**config.mk**
```make
export PLATFORM = sky130hd
export DESIGN_NAME = pwm_cmd
export DESIGN_NICKNAME = d
export VERILOG_FILES = /design/src/pwm_cmd_pkg.sv /design/src/pwm_cmd.sv
export SDC_FILE = /design/constraint.sdc
export NUM_CORES = 1
export LEC_CHECK = 0
export BUFFER_PORTS_ARGS = -buffer_cell sky130_fd_sc_hd__buf_2
export CAP_MARGIN = 15
export CORE_ASPECT_RATIO = 0.7
export CORE_MARGIN = 2
export CORE_UTILIZATION = 41
export DETAILED_ROUTE_END_ITERATION = 10
export GPL_ROUTABILITY_DRIVEN = 0
export MAX_ROUTING_LAYER = met4
export SYNTH_ARGS = -nofsm -noshare
export SYNTH_HDL_FRONTEND = slang
export SYNTH_SLANG_ARGS = --single-unit
```
**constraint.sdc**
```tcl
create_clock -name clk_sys_i -period 3.6 [get_ports clk_sys_i]
set_clock_uncertainty 0.2 [all_clocks]
set_input_delay 0.72 -clock clk_sys_i [delete_from_list [all_inputs] [get_ports clk_sys_i]]
set_output_delay 0.72 -clock clk_sys_i [all_outputs]
set_load 0.03 [all_outputs]
```
**src/pwm_cmd_pkg.sv**
```systemverilog
// constants and types shared by the four-channel pwm block
package pwm_cmd_pkg;

	// ***************************************
	// sizes
	// ***************************************
	localparam int CH_NUM = 4; // channels wired to pins
	localparam int DUTY_W = 10; // duty width, 10-bit mode
	localparam int EN_W = 8; // enable byte width
	localparam int PRE_W = 7; // prescale counter width

	// ***************************************
	// register byte offsets
	// ***************************************
	localparam logic [5:0] OFS_DUTY1 = 6'h00; // duty 1..4 at +4 each
	localparam logic [5:0] OFS_FREQ = 6'h10;
	localparam logic [5:0] OFS_ENABLE = 6'h14;
	localparam logic [5:0] OFS_MODE = 6'h18;
	localparam logic [5:0] OFS_STATUS = 6'h1c;
	localparam int PERSIST_BIT = 5; // +0x20 alias also saves

	// ***************************************
	// mode characters and full scales
	// ***************************************
	localparam logic [7:0] CHAR_MODE8 = 8'h38; // '8'
	localparam logic [7:0] CHAR_MODE10 = 8'h61; // 'a'
	localparam logic [9:0] TOP_8 = 10'h0ff;
	localparam logic [9:0] TOP_10 = 10'h3ff;

	// ***************************************
	// timing
	// ***************************************
	localparam real CLK_KHZ = 200000.0; // 200 MHz system clock
	localparam real F_9K766_KHZ = 9.766; // 8-bit codes 0,1
	localparam real F_39K062_KHZ = 39.062; // 8-bit code 2
	localparam real F_156K25_KHZ = 156.25; // 8-bit code 3
	// clocks per pwm step; the 10-bit rates share the same three
	localparam logic [6:0] STEP_SLOW =
		7'($rtoi(CLK_KHZ / (F_9K766_KHZ * 256.0) + 0.5));
	localparam logic [6:0] STEP_MID =
		7'($rtoi(CLK_KHZ / (F_39K062_KHZ * 256.0) + 0.5));
	localparam logic [6:0] STEP_FAST =
		7'($rtoi(CLK_KHZ / (F_156K25_KHZ * 256.0) + 0.5));

	// ***************************************
	// reset values and types
	// ***************************************
	localparam logic [9:0] DUTY_RST = 10'h000;
	localparam logic [1:0] FREQ_RST = 2'h0;
	localparam logic [7:0] EN_RST = 8'h00;
	localparam logic MODE10_RST = 1'b0; // 8-bit after reset

	typedef struct packed {
		logic [7:0] enable; // bit n steers channel n+1
		logic [1:0] freq; // frequency code 0..3
		logic mode10; // 1 = 10-bit resolution
	} cfg_s;

endpackage : pwm_cmd_pkg

```
**src/pwm_cmd.sv**
```systemverilog
// four-channel pwm generator with apb setup and saved settings
//
// Operation
// RULE1: duty write loads only the addressed channel
// RULE2: host keeps duty within current full scale
// RULE3: zero is always low, maximum always high
// RULE4: high fraction equals duty over 256/1024
// RULE5: persistent writes also saved, restored at reset
// RULE6: frequency code 0..3, read per mode
// RULE7: 8-bit rates 9.766, 9.766, 39.062, 156.25 kHz
// RULE8: 10-bit rates 2.441, 9.766, 39.062, 39.062 kHz
// RULE9: enable byte, bit 0 is channel 1
// RULE10: set bit enables, clear bit disables channel
// RULE11: only four low bits drive the pins
// RULE12: mode char '8' is 8-bit, 'a' 10-bit
// RULE13: disabled is low; new duty waits period end
// RULE14: mode or frequency change restarts at boundary

`timescale 1ns/1ps
`default_nettype none

module pwm_cmd #(
	parameter int CHANNELS = pwm_cmd_pkg::CH_NUM
) (
	input wire logic clk_sys_i, // system clock, 200 MHz
	input wire logic resetn_i, // board reset, async low
	input wire logic por_n_i, // power-on reset of saved image
	input wire logic psel_i,
	input wire logic penable_i,
	input wire logic pwrite_i,
	input wire logic [31:0] paddr_i,
	input wire logic [31:0] pwdata_i,
	output logic pready_o,
	output logic [31:0] prdata_o,
	output logic pslverr_o,
	output logic [CHANNELS-1:0] pwm_o // pins C1, C2, D0, D3
);

	// ***************************************
	// elaboration check
	// ***************************************
	// the map holds four duty words and the enable byte eight bits
	if (CHANNELS < 1 || CHANNELS > pwm_cmd_pkg::CH_NUM) begin : g_chk
		$error("pwm_cmd: CHANNELS must be 1..4");
	end

	// ***************************************
	// declarations
	// ***************************************
	logic [9:0] duty [CHANNELS]; // live duty per channel
	logic [9:0] duty_nv [CHANNELS]; // saved duty image
	logic [9:0] duty_act [CHANNELS]; // duty in use this period
	pwm_cmd_pkg::cfg_s cfg; // live settings
	pwm_cmd_pkg::cfg_s cfg_nv; // saved settings image
	pwm_cmd_pkg::cfg_s cfg_act; // settings in use this period
	logic restore; // first cycle after reset release
	logic [6:0] pre_cnt; // clocks within one step
	logic [9:0] per_cnt; // step within one period
	logic [6:0] step_top; // clocks per step for cfg_act
	logic [9:0] per_top; // last step of a period
	logic step_end; // last clock of a step
	logic boundary; // last clock of a period
	logic fire; // apb access completes this edge
	logic wr; // completing write
	logic persist; // address in saved alias
	logic [5:0] ofs; // offset with alias bit cleared
	logic dec_ok; // address decodes
	logic is_duty; // duty word addressed
	logic [1:0] duty_sel; // which duty word
	logic mode_ok; // written mode char is known
	logic next_mode10; // mode from written char
	logic [31:0] rd_val; // read mux result

	// ***************************************
	// apb decode
	// ***************************************
	// pready rises one cycle into the access phase
	assign fire = psel_i & penable_i & pready_o;
	assign wr = fire & pwrite_i;
	assign persist = paddr_i[pwm_cmd_pkg::PERSIST_BIT];
	assign ofs = {1'b0, paddr_i[4:0]};
	assign is_duty = (ofs < pwm_cmd_pkg::OFS_FREQ);
	assign duty_sel = ofs[3:2];

	// decode, mode char check and read mux
	always_comb begin
		dec_ok = 1'b0;
		rd_val = 32'h0000_0000;
		mode_ok = 1'b0;
		next_mode10 = cfg.mode10;
		// mode letter, unknown chars leave the mode alone
		if (pwdata_i[7:0] == pwm_cmd_pkg::CHAR_MODE8) begin
			mode_ok = 1'b1; // see RULE12
			next_mode10 = 1'b0;
		end else if (pwdata_i[7:0] == pwm_cmd_pkg::CHAR_MODE10) begin
			mode_ok = 1'b1; // see RULE12
			next_mode10 = 1'b1;
		end
		if (paddr_i[31:6] == 26'h0 && paddr_i[1:0] == 2'h0) begin
			if (is_duty) begin
				// only as many duty words as channels
				if (32'(duty_sel) < 32'(CHANNELS)) begin
					dec_ok = 1'b1;
					rd_val = persist ? 32'(duty_nv[duty_sel]) :
						32'(duty[duty_sel]);
				end
			end else begin
				case (ofs)
					pwm_cmd_pkg::OFS_FREQ: begin
						dec_ok = 1'b1;
						rd_val = persist ? 32'(cfg_nv.freq) :
							32'(cfg.freq);
					end
					pwm_cmd_pkg::OFS_ENABLE: begin
						dec_ok = 1'b1;
						rd_val = persist ? 32'(cfg_nv.enable) :
							32'(cfg.enable);
					end
					pwm_cmd_pkg::OFS_MODE: begin
						// reads back the mode letter
						dec_ok = 1'b1;
						rd_val = (persist ? cfg_nv.mode10 :
							cfg.mode10) ?
							32'(pwm_cmd_pkg::CHAR_MODE10) :
							32'(pwm_cmd_pkg::CHAR_MODE8);
					end
					pwm_cmd_pkg::OFS_STATUS: begin
						// read only, no saved alias
						dec_ok = !persist;
						rd_val = {16'h0000,
							2'h0, cfg != cfg_act,
							cfg_act.mode10, cfg_act.freq,
							per_cnt};
					end
					default: begin
						dec_ok = 1'b0;
					end
				endcase
			end
		end
	end

	// ***************************************
	// apb answer
	// ***************************************
	// one wait state, then a one-cycle pready
	always_ff @(posedge clk_sys_i or negedge resetn_i) begin
		if (!resetn_i) begin
			pready_o <= 1'b0;
			prdata_o <= 32'h0000_0000;
			pslverr_o <= 1'b0;
		end else begin
			pready_o <= psel_i & penable_i & ~pready_o;
			if (psel_i & penable_i & ~pready_o) begin
				// error on unmapped, on status writes,
				// and on unknown mode letters
				prdata_o <= pwrite_i ? 32'h0000_0000 : rd_val;
				pslverr_o <= ~dec_ok | (pwrite_i &
					(ofs == pwm_cmd_pkg::OFS_STATUS |
					(ofs == pwm_cmd_pkg::OFS_MODE & ~mode_ok)));
			end else begin
				prdata_o <= 32'h0000_0000;
				pslverr_o <= 1'b0;
			end
		end
	end

	// ***************************************
	// restore after reset
	// ***************************************
	// live settings load the saved image one clock after release
	always_ff @(posedge clk_sys_i or negedge resetn_i) begin
		if (!resetn_i) begin
			restore <= 1'b1;
		end else begin
			restore <= 1'b0;
		end
	end

	// ***************************************
	// live and saved settings
	// ***************************************
	// saved image survives board reset, cleared only at power-on
	always_ff @(posedge clk_sys_i or negedge por_n_i) begin
		if (!por_n_i) begin
			cfg_nv.enable <= pwm_cmd_pkg::EN_RST;
			cfg_nv.freq <= pwm_cmd_pkg::FREQ_RST;
			cfg_nv.mode10 <= pwm_cmd_pkg::MODE10_RST;
		end else if (wr & persist & dec_ok) begin
			// persistent writes land in the image too
			if (ofs == pwm_cmd_pkg::OFS_FREQ) begin
				cfg_nv.freq <= pwdata_i[1:0]; // see RULE5
			end
			if (ofs == pwm_cmd_pkg::OFS_ENABLE) begin
				cfg_nv.enable <= pwdata_i[7:0]; // see RULE5
			end
			if (ofs == pwm_cmd_pkg::OFS_MODE && mode_ok) begin
				cfg_nv.mode10 <= next_mode10; // see RULE5
			end
		end
	end

	// live settings steer the counters and outputs
	always_ff @(posedge clk_sys_i or negedge resetn_i) begin
		if (!resetn_i) begin
			cfg.enable <= pwm_cmd_pkg::EN_RST;
			cfg.freq <= pwm_cmd_pkg::FREQ_RST;
			cfg.mode10 <= pwm_cmd_pkg::MODE10_RST;
		end else if (restore) begin
			cfg <= cfg_nv; // see RULE5
		end else if (wr & dec_ok) begin
			if (ofs == pwm_cmd_pkg::OFS_FREQ) begin
				cfg.freq <= pwdata_i[1:0]; // see RULE6
			end
			if (ofs == pwm_cmd_pkg::OFS_ENABLE) begin
				// all eight bits kept, upper ones drive nothing
				cfg.enable <= pwdata_i[7:0]; // see RULE9
			end
			if (ofs == pwm_cmd_pkg::OFS_MODE && mode_ok) begin
				cfg.mode10 <= next_mode10; // see RULE12
			end
		end
	end

	// ***************************************
	// period timing
	// ***************************************
	// clocks per step from the active mode and code
	always_comb begin
		case (cfg_act.freq)
			2'h0: step_top = pwm_cmd_pkg::STEP_SLOW; // see RULE7
			2'h1: begin
				// 10-bit code 1 is 9.766 kHz: mid step
				step_top = cfg_act.mode10 ? pwm_cmd_pkg::STEP_MID :
					pwm_cmd_pkg::STEP_SLOW; // see RULE8
			end
			2'h2: begin
				step_top = cfg_act.mode10 ? pwm_cmd_pkg::STEP_FAST :
					pwm_cmd_pkg::STEP_MID; // see RULE8
			end
			default: step_top = pwm_cmd_pkg::STEP_FAST; // see RULE7
		endcase
		per_top = cfg_act.mode10 ? pwm_cmd_pkg::TOP_10 :
			pwm_cmd_pkg::TOP_8; // see RULE4
	end

	assign step_end = (pre_cnt == step_top - 7'h01);
	assign boundary = step_end & (per_cnt == per_top);

	// step and period counters; new settings only at a boundary
	always_ff @(posedge clk_sys_i or negedge resetn_i) begin
		if (!resetn_i) begin
			pre_cnt <= 7'h00;
			per_cnt <= 10'h000;
			cfg_act.enable <= pwm_cmd_pkg::EN_RST;
			cfg_act.freq <= pwm_cmd_pkg::FREQ_RST;
			cfg_act.mode10 <= pwm_cmd_pkg::MODE10_RST;
		end else if (boundary) begin
			// both counters restart with the new rate
			pre_cnt <= 7'h00;
			per_cnt <= 10'h000;
			cfg_act <= cfg; // see RULE14
		end else if (step_end) begin
			pre_cnt <= 7'h00;
			per_cnt <= per_cnt + 10'h001;
		end else begin
			pre_cnt <= pre_cnt + 7'h01;
		end
	end

	// ***************************************
	// per-channel duty and output
	// ***************************************
	for (genvar c = 0; c < CHANNELS; c++) begin : g_ch // see RULE11
		// live duty, written by its own word only
		always_ff @(posedge clk_sys_i or negedge resetn_i) begin
			if (!resetn_i) begin
				duty[c] <= pwm_cmd_pkg::DUTY_RST;
			end else if (restore) begin
				duty[c] <= duty_nv[c]; // see RULE5
			end else if (wr & is_duty & dec_ok &
				(32'(duty_sel) == c)) begin
				duty[c] <= pwdata_i[9:0]; // see RULE1
			end
		end

		// saved duty image, power-on only reset
		always_ff @(posedge clk_sys_i or negedge por_n_i) begin
			if (!por_n_i) begin
				duty_nv[c] <= pwm_cmd_pkg::DUTY_RST;
			end else if (wr & persist & is_duty & dec_ok &
				(32'(duty_sel) == c)) begin
				duty_nv[c] <= pwdata_i[9:0]; // see RULE5
			end
		end

		// duty in use, swapped at a boundary to avoid runt pulses
		always_ff @(posedge clk_sys_i or negedge resetn_i) begin
			if (!resetn_i) begin
				duty_act[c] <= pwm_cmd_pkg::DUTY_RST;
			end else if (boundary) begin
				duty_act[c] <= duty[c]; // see RULE13
			end
		end

		// pin level: low when disabled, full scale forces high
		always_ff @(posedge clk_sys_i or negedge resetn_i) begin
			if (!resetn_i) begin
				pwm_o[c] <= 1'b0;
			end else begin
				pwm_o[c] <= cfg.enable[c] & // see RULE10
					((duty_act[c] >= per_top) | // see RULE3
					(per_cnt < duty_act[c])); // see RULE4
			end
		end
	end

	// enable bits above the channel count reach no pin; see RULE11

endmodule : pwm_cmd

`default_nettype wire

```
==> flow_summary.toml, run 1 <==
[outcome]
status = "complete, no violations"

[logic_synthesis]
yosys_most_used_dff = "dfrtp_1"
ys_seq_area_share_pct = 45.6
yosysTopAreaCell = "dfrtp_1"
synth_cell_types = 61
avgSynthCellArea_um2 = 11.7
synth_most_common_cell = "dfrtp_1"
async_flop_share_pct = 100
syn-cell-area_um2 = 10500
ys_warn_count = 0
synth.area.top_cells = "dfrtp_1 45%, mux2_2 9.8%, ha_1 5.6%, mux2i_1 4.8%, mux4_2 4.7%"
synth_top_area_share_pct = 45.4
postSynthCellCount = 899
synth_top_cells_by_count = "190 x dfrtp_1, 91 x mux2_2, 75 x nand2_1"
synth_seq_cells = 191
synth_edf_count = 0

[clock_tree]
insertion_delay_ps = 450
h-tree-depth = 4
path_clk_slew_ps = 70
cts_resized = 0
cts-buffers-inserted = 17
cts_tree = "done"
clock_path_buffers = 2
cts_sinks = 191
post_cts_buffers = 0
cts_root_buffer = "clkbuf_16"

[detailed_routing]
ant_nets = 0
first_pass_iters = 5
finalWirelength_um = 27800
drt_iter0_drc = 547
vias = 7306
viasPerCell = 5.57
drc = 0
routedWlPerCell_um = 21.2

[global_routing]
overflow = 0
grt_pass1_wl_um = 43100
grt_pass1_vias = 6883
grt_usage_pct = 22.4
antenna_found_initial = 0
grt_max_degree = 62

[timing]
max-slew-margin-rel_pct = 48.0
period_needed_ps = 3040
final-setup-viol-count = 0
fmax_mhz = 329
setup_tns_ps = 0
holdWs_ps = 13.0
final_hold_viol_count = 0
worstMarginPinSlew_ps = 772
slew_viol_final = 0
period_share_pct = 84.4
fin_ws_ps = 563
rsz0062_at_grt = "no"

[critical_path]
cp_max_fo = 9
path_buf_inv = 0
cp_top_family = "simple AND/OR/NAND/NOR gates"
path_cells = "o21ai_1 -> ha_1 -> xnor2_1 -> nor3_1 -> o211ai_1 -> or4_1 -> o21a_1"
cp_slowest_cell = "or4_1"
r2r-end = "per_cnt[7]"
r2r_start = "cfg_act[0]"
worstSetupPathType = "reg2reg"
rr_worst_depth = 7
cp-start-kind = "flop"
cp-end-kind = "flop"
crit_required_ps = 3740
worstPathArrival_ps = 3170
r2r_slack_ps = 560
crit_start = "cfg_act[0]"
worstSetupEndpoint = "per_cnt[7]"
cp.depth = 7
critPathMaxStageDelay_ps = 590

[placed_design]
post-place-ws_ps = 442
dpl.hpwl_um = 20100
port_buffers = 67

[pwr]
p_leak_uw = 0.00552
ir_drop_mv = 0.324
pwr_density_cell_nw_per_um2 = 369

[layout]
nets = 1090
syn_to_final_growth_pct = 13.3
drive_gt1_share_pct = 28.6
fill_cells = 2290
num_antenna_cells = 0

[run]
max_cap_violations = 0

[die]
die-area_um2 = 26900
fp.dieW_um = 195
core-area_um2 = 24900
die_h_um = 138
rows = 48
initial_utilization_pct = 42.1
design.portCount = 108

[worst_hold_path]
min_path_type = "in2async"
[state kept, by name (all words and copies together), names as in the netlist]
signal	flops
pslverr_o	1
restore	1
pre_cnt	7
cfg_nv	11
pwm_o	4
cfg	11
prdata_o	14
per_cnt	10
duty_nv	40
duty	40
cfg_act	11
pready_o	1
duty_act	40
[worst min-delay path by stage]
stage	slack [ps]	cells past startpoint	endpoint
2_1_floorplan	220	0	cfg[0]
6_report	10	1	pre_cnt[4]
5_1_grt	40	1	pre_cnt[4]
3_5_place_dp	290	2	duty[33]
3_3_place_gp	280	2	duty[33]
4_1_cts	10	1	pre_cnt[4]
[cells by family after synthesis]
kind of cell,after synthesis,synth area share [%]
adder cells (fa/ha/maj),47,5.61
multiplexers,193,23.2
buffers and inverters,113,5.16
flip-flops,191,45.6
AND/OR/NAND/NOR,195,10.2
other,1,0.0358
XOR/XNOR,24,2.01
AO/OA/AOI/OAI,135,8.10
[routing by layer]
| metal | part of all wire (%) | vias up | global-route usage (%) |
|---|---|---|---|
| met5 | 0 | - | - |
| met4 | 1.2 | 0 | 5.43 |
| met3 | 4.8 | 22 | 4.65 |
| met2 | 41 | 168 | 30.1 |
| met1 | 52 | 3742 | 33.8 |
| li1 | - | 3374 | - |
[final cells by class]
type	count	area (um^2)	share of cell area, %
Sequential cell	191	4780	40.3
Timing Repair Buffer	101	624	5.26
Clock inverter	12	155	1.31
Multi-Input combinational cell	613	5260	44.3
Tap cell	325	407	3.43
Inverter	49	184	1.55
Clock buffer	20	467	3.93
[layout by cell type, fill, tap and decap left out, types with 4 or more instances in the layout]
| cell type | count |
|---|---|
| dfrtp_1 | 190 |
| mux2_2 | 91 |
| nand2_1 | 75 |
| buf_2 | 66 |
| o21ai_0 | 63 |
| mux2i_1 | 50 |
| inv_1 | 49 |
| ha_1 | 47 |
| buf_4 | 31 |
| nor2_1 | 25 |
| mux4_2 | 22 |
| mux2_4 | 20 |
| a21oi_1 | 19 |
| conb_1 | 19 |
| xor2_1 | 17 |
| clkbuf_16 | 17 |
| nand3_1 | 15 |
| a21o_1 | 15 |
| nor4_1 | 14 |
| and3_1 | 11 |
| mux2_1 | 10 |
| nand4_1 | 8 |
| xnor2_1 | 7 |
| nor4_2 | 7 |
| nand2b_1 | 7 |
| a31oi_1 | 7 |
| o22a_1 | 4 |
| a211oi_1 | 4 |
| o221ai_1 | 4 |
| a2111oi_0 | 4 |
| or3_1 | 4 |
[through the flow]
step / instance area, um^2 / utilization [%] / power [uW] / std cells
after floorplan: 10500 / - / 2310 / 917
after global placement: 11200 / 45.2 / 2410 / 1278
after detailed placement: 11200 / 45.2 / 2410 / 1278
after CTS: 11900 / 47.8 / 4410 / 1311
after global routing: 11900 / 47.8 / 4530 / 1311
final: 11900 / 47.8 / 4380 / 1311
[worst register-to-register path, stage by stage (launching register included)]
cell	delay, ps
dfrtp_1	520
o21ai_1	310
ha_1	290
xnor2_1	150
nor3_1	400
o211ai_1	350
or4_1	590
o21a_1	120
[what timing repair did]
item	4_1_cts	5_1_grt
setup endpoints to repair	0	0
hold buffers	1	0
hold endpoints to repair	15	0
[power breakdown]
part / internal [uW] / switching, uW / leakage, uW
Combinational: 55.1 / 159 / 0.00257
Sequential: 2150 / 6.22 / 0.00265
Clock: 1150 / 864 / 0.000303
Total: 3350 / 1030 / 0.00552
Note: power is estimated with default switching activity, not from simulation.
==> inputs of run 2 (changes only) <==
==> constraint.sdc (replaced) <==
create_clock -name clk_sys_i -period 2.5 [get_ports clk_sys_i]
set_clock_uncertainty 0.2 [all_clocks]
set_input_delay 0.5 -clock clk_sys_i [delete_from_list [all_inputs] [get_ports clk_sys_i]]
set_output_delay 0.5 -clock clk_sys_i [all_outputs]
set_load 0.03 [all_outputs]
==> run 2 against run 1 <==
  * The flow now finishes with violations (setup timing)
  * Cell count grew 7.2%
  * Clock power grew 49%
  * Combinational power grew 67%
  * Non-clock buffer count grew 94
  * Count of clock-buffer cells in the layout is the same
  * Sequential share of layout area shrank 3.6 points
  * Global-route usage grew 1.6 points
  * Wire length grew 9.4%
  * Largest cell class unchanged
  * Largest power group unchanged
==> flow_summary.toml, run 2 (synthesis gave the netlist of run 1 again) <==
[die]
initial_utilization_pct = 42.1
fp.dieW_um = 195
core-area_um2 = 24900
design.portCount = 108
die_h_um = 138
rows = 48
die-area_um2 = 26900

[outcome]
violations = "setup timing"
status = "finished, violations left"

[placed_design]
port_buffers = 67
place_area_um2 = 11800
post-place-ws_ps = -255
dpl.hpwl_um = 21500

[run]
max_cap_violations = 0

[timing]
slew_viol_final = 0
period_share_pct = 108
rsz0062_at_grt = "yes"
fin_ws_ps = -212
worstMarginPinSlew_ps = 738
final-setup-viol-count = 55
period_needed_ps = 2710
final_hold_viol_count = 0
setup_tns_ps = -9730
fmax_mhz = 369
max-slew-margin-rel_pct = 50.8

[critical_path]
worstSetupPathType = "reg2reg"
crit_required_ps = 2630
path_buf_inv = 4
cp-end-kind = "flop"
r2r_start = "cfg_act[0]"
path_cells = "a21oi_2 -> ha_2 -> xnor2_1 -> nor3_2 -> buf_4 -> o2111ai_4 -> buf_12 -> buf_8 -> buf_16 -> mux2_4"
r2r_slack_ps = -210
critPathMaxStageDelay_ps = 470
rr_worst_depth = 10
r2r-end = "duty_act[7]"
cp_slowest_cell = "dfrtp_2"
cp_top_family = "buffers and inverters"
cp-start-kind = "flop"
cp.depth = 10
worstPathArrival_ps = 2840
cp_max_fo = 6

[clock_tree]
cts_sinks = 191
path_clk_slew_ps = 70
cts-buffers-inserted = 17
clock_path_buffers = 2
h-tree-depth = 4
cts_root_buffer = "clkbuf_16"
cts_tree = "done"
insertion_delay_ps = 440

[detailed_routing]
drc = 0
viasPerCell = 5.49
routedWlPerCell_um = 21.6
finalWirelength_um = 30400
vias = 7709
ant_nets = 0
drt_iter0_drc = 602
first_pass_iters = 5

[layout]
syn_to_final_growth_pct = 24.5
final_area_um2 = 13000
nets = 1184
drive_gt1_share_pct = 36.5
num_antenna_cells = 0
layout_commonest_cell = "dfrtp_1"
reg.largest.list = "duty x40, duty_act x40, duty_nv x40"
final_cell_mix = "187 x dfrtp_1, 98 x buf_4, 91 x mux2_2"
fin_util_pct = 52.4

[worst_hold_path]
worstHoldEndpoint = "pready_o"
min_path_type = "in2reg"
holdPathStages = 3
hp-start = "psel_i"

[global_routing]
grt_usage_pct = 23.9
overflow = 0
grt_pass1_vias = 7435
grt_max_degree = 42
grt_pass1_wl_um = 46000
antenna_found_initial = 2

[pwr]
ir_drop_mv = 0.469
finalPower_uw = 6460
pwr_density_cell_nw_per_um2 = 496
p_leak_uw = 0.00614
-- run 2: area by class of cell --
cell class | count | area, um^2
timing repair buffer | 195 | 1660
fill | 2147 | 11800
multi-input combinational | 613 | 5360
clock buffer | 20 | 467
inverter | 49 | 184
sequential | 191 | 4780
clock inverter | 12 | 179
tap | 325 | 407
-- run 2: worst max-delay path by stage --
stage                startpoint            to  slack [ps]
floorplan           paddr_i[22]        cfg[3]         -30
finish               cfg_act[0]   duty_act[7]        -210
global placement     paddr_i[1]        cfg[1]        -260
CTS                  cfg_act[0]  duty_act[14]        -160
detailed placement   paddr_i[1]        cfg[2]        -260
global route         cfg_act[0]   duty_act[1]        -310
-- run 2: timing repair --
item | CTS | global route
endpoints found under the setup margin | 55 | 60
endpoints found under the hold margin | 53 | 0
setup buffers | 12 | 5
cloned | 7 | 1
hold buffers | 2 | 0
gates resized for setup | 31 | 17
pin swaps | 12 | 8
-- run 2: stage by stage --
stage / std cells / hold WS [ps]
CTS: 1399 / 158
detailed placement: 1347 / 257
finish: 1405 / 181
floorplan: 917 / 4.41
global route: 1405 / 189
global placement: 1347 / 256
-- run 2: power by group --
part           internal, uW  switching, uW
Sequential             3090           10.7
Clock                  1760           1240
Combinational           116            242
Total                  4970           1490
-- run 2: routing by layer --
metal | global-route usage, % | wire (um) | vias to the layer above
met3 | 4.80 | 1870 | 16
li1 | - | - | 3550
met1 | 35.9 | 15100 | 3919
met2 | 33.5 | 13100 | 224
met5 | - | 0 | -
met4 | 4.50 | 286 | 0
-- run 2: worst min-delay path, stage by stage --
cell and delay (ps):
buf_2 80, nand3b_1 130, inv_1 80
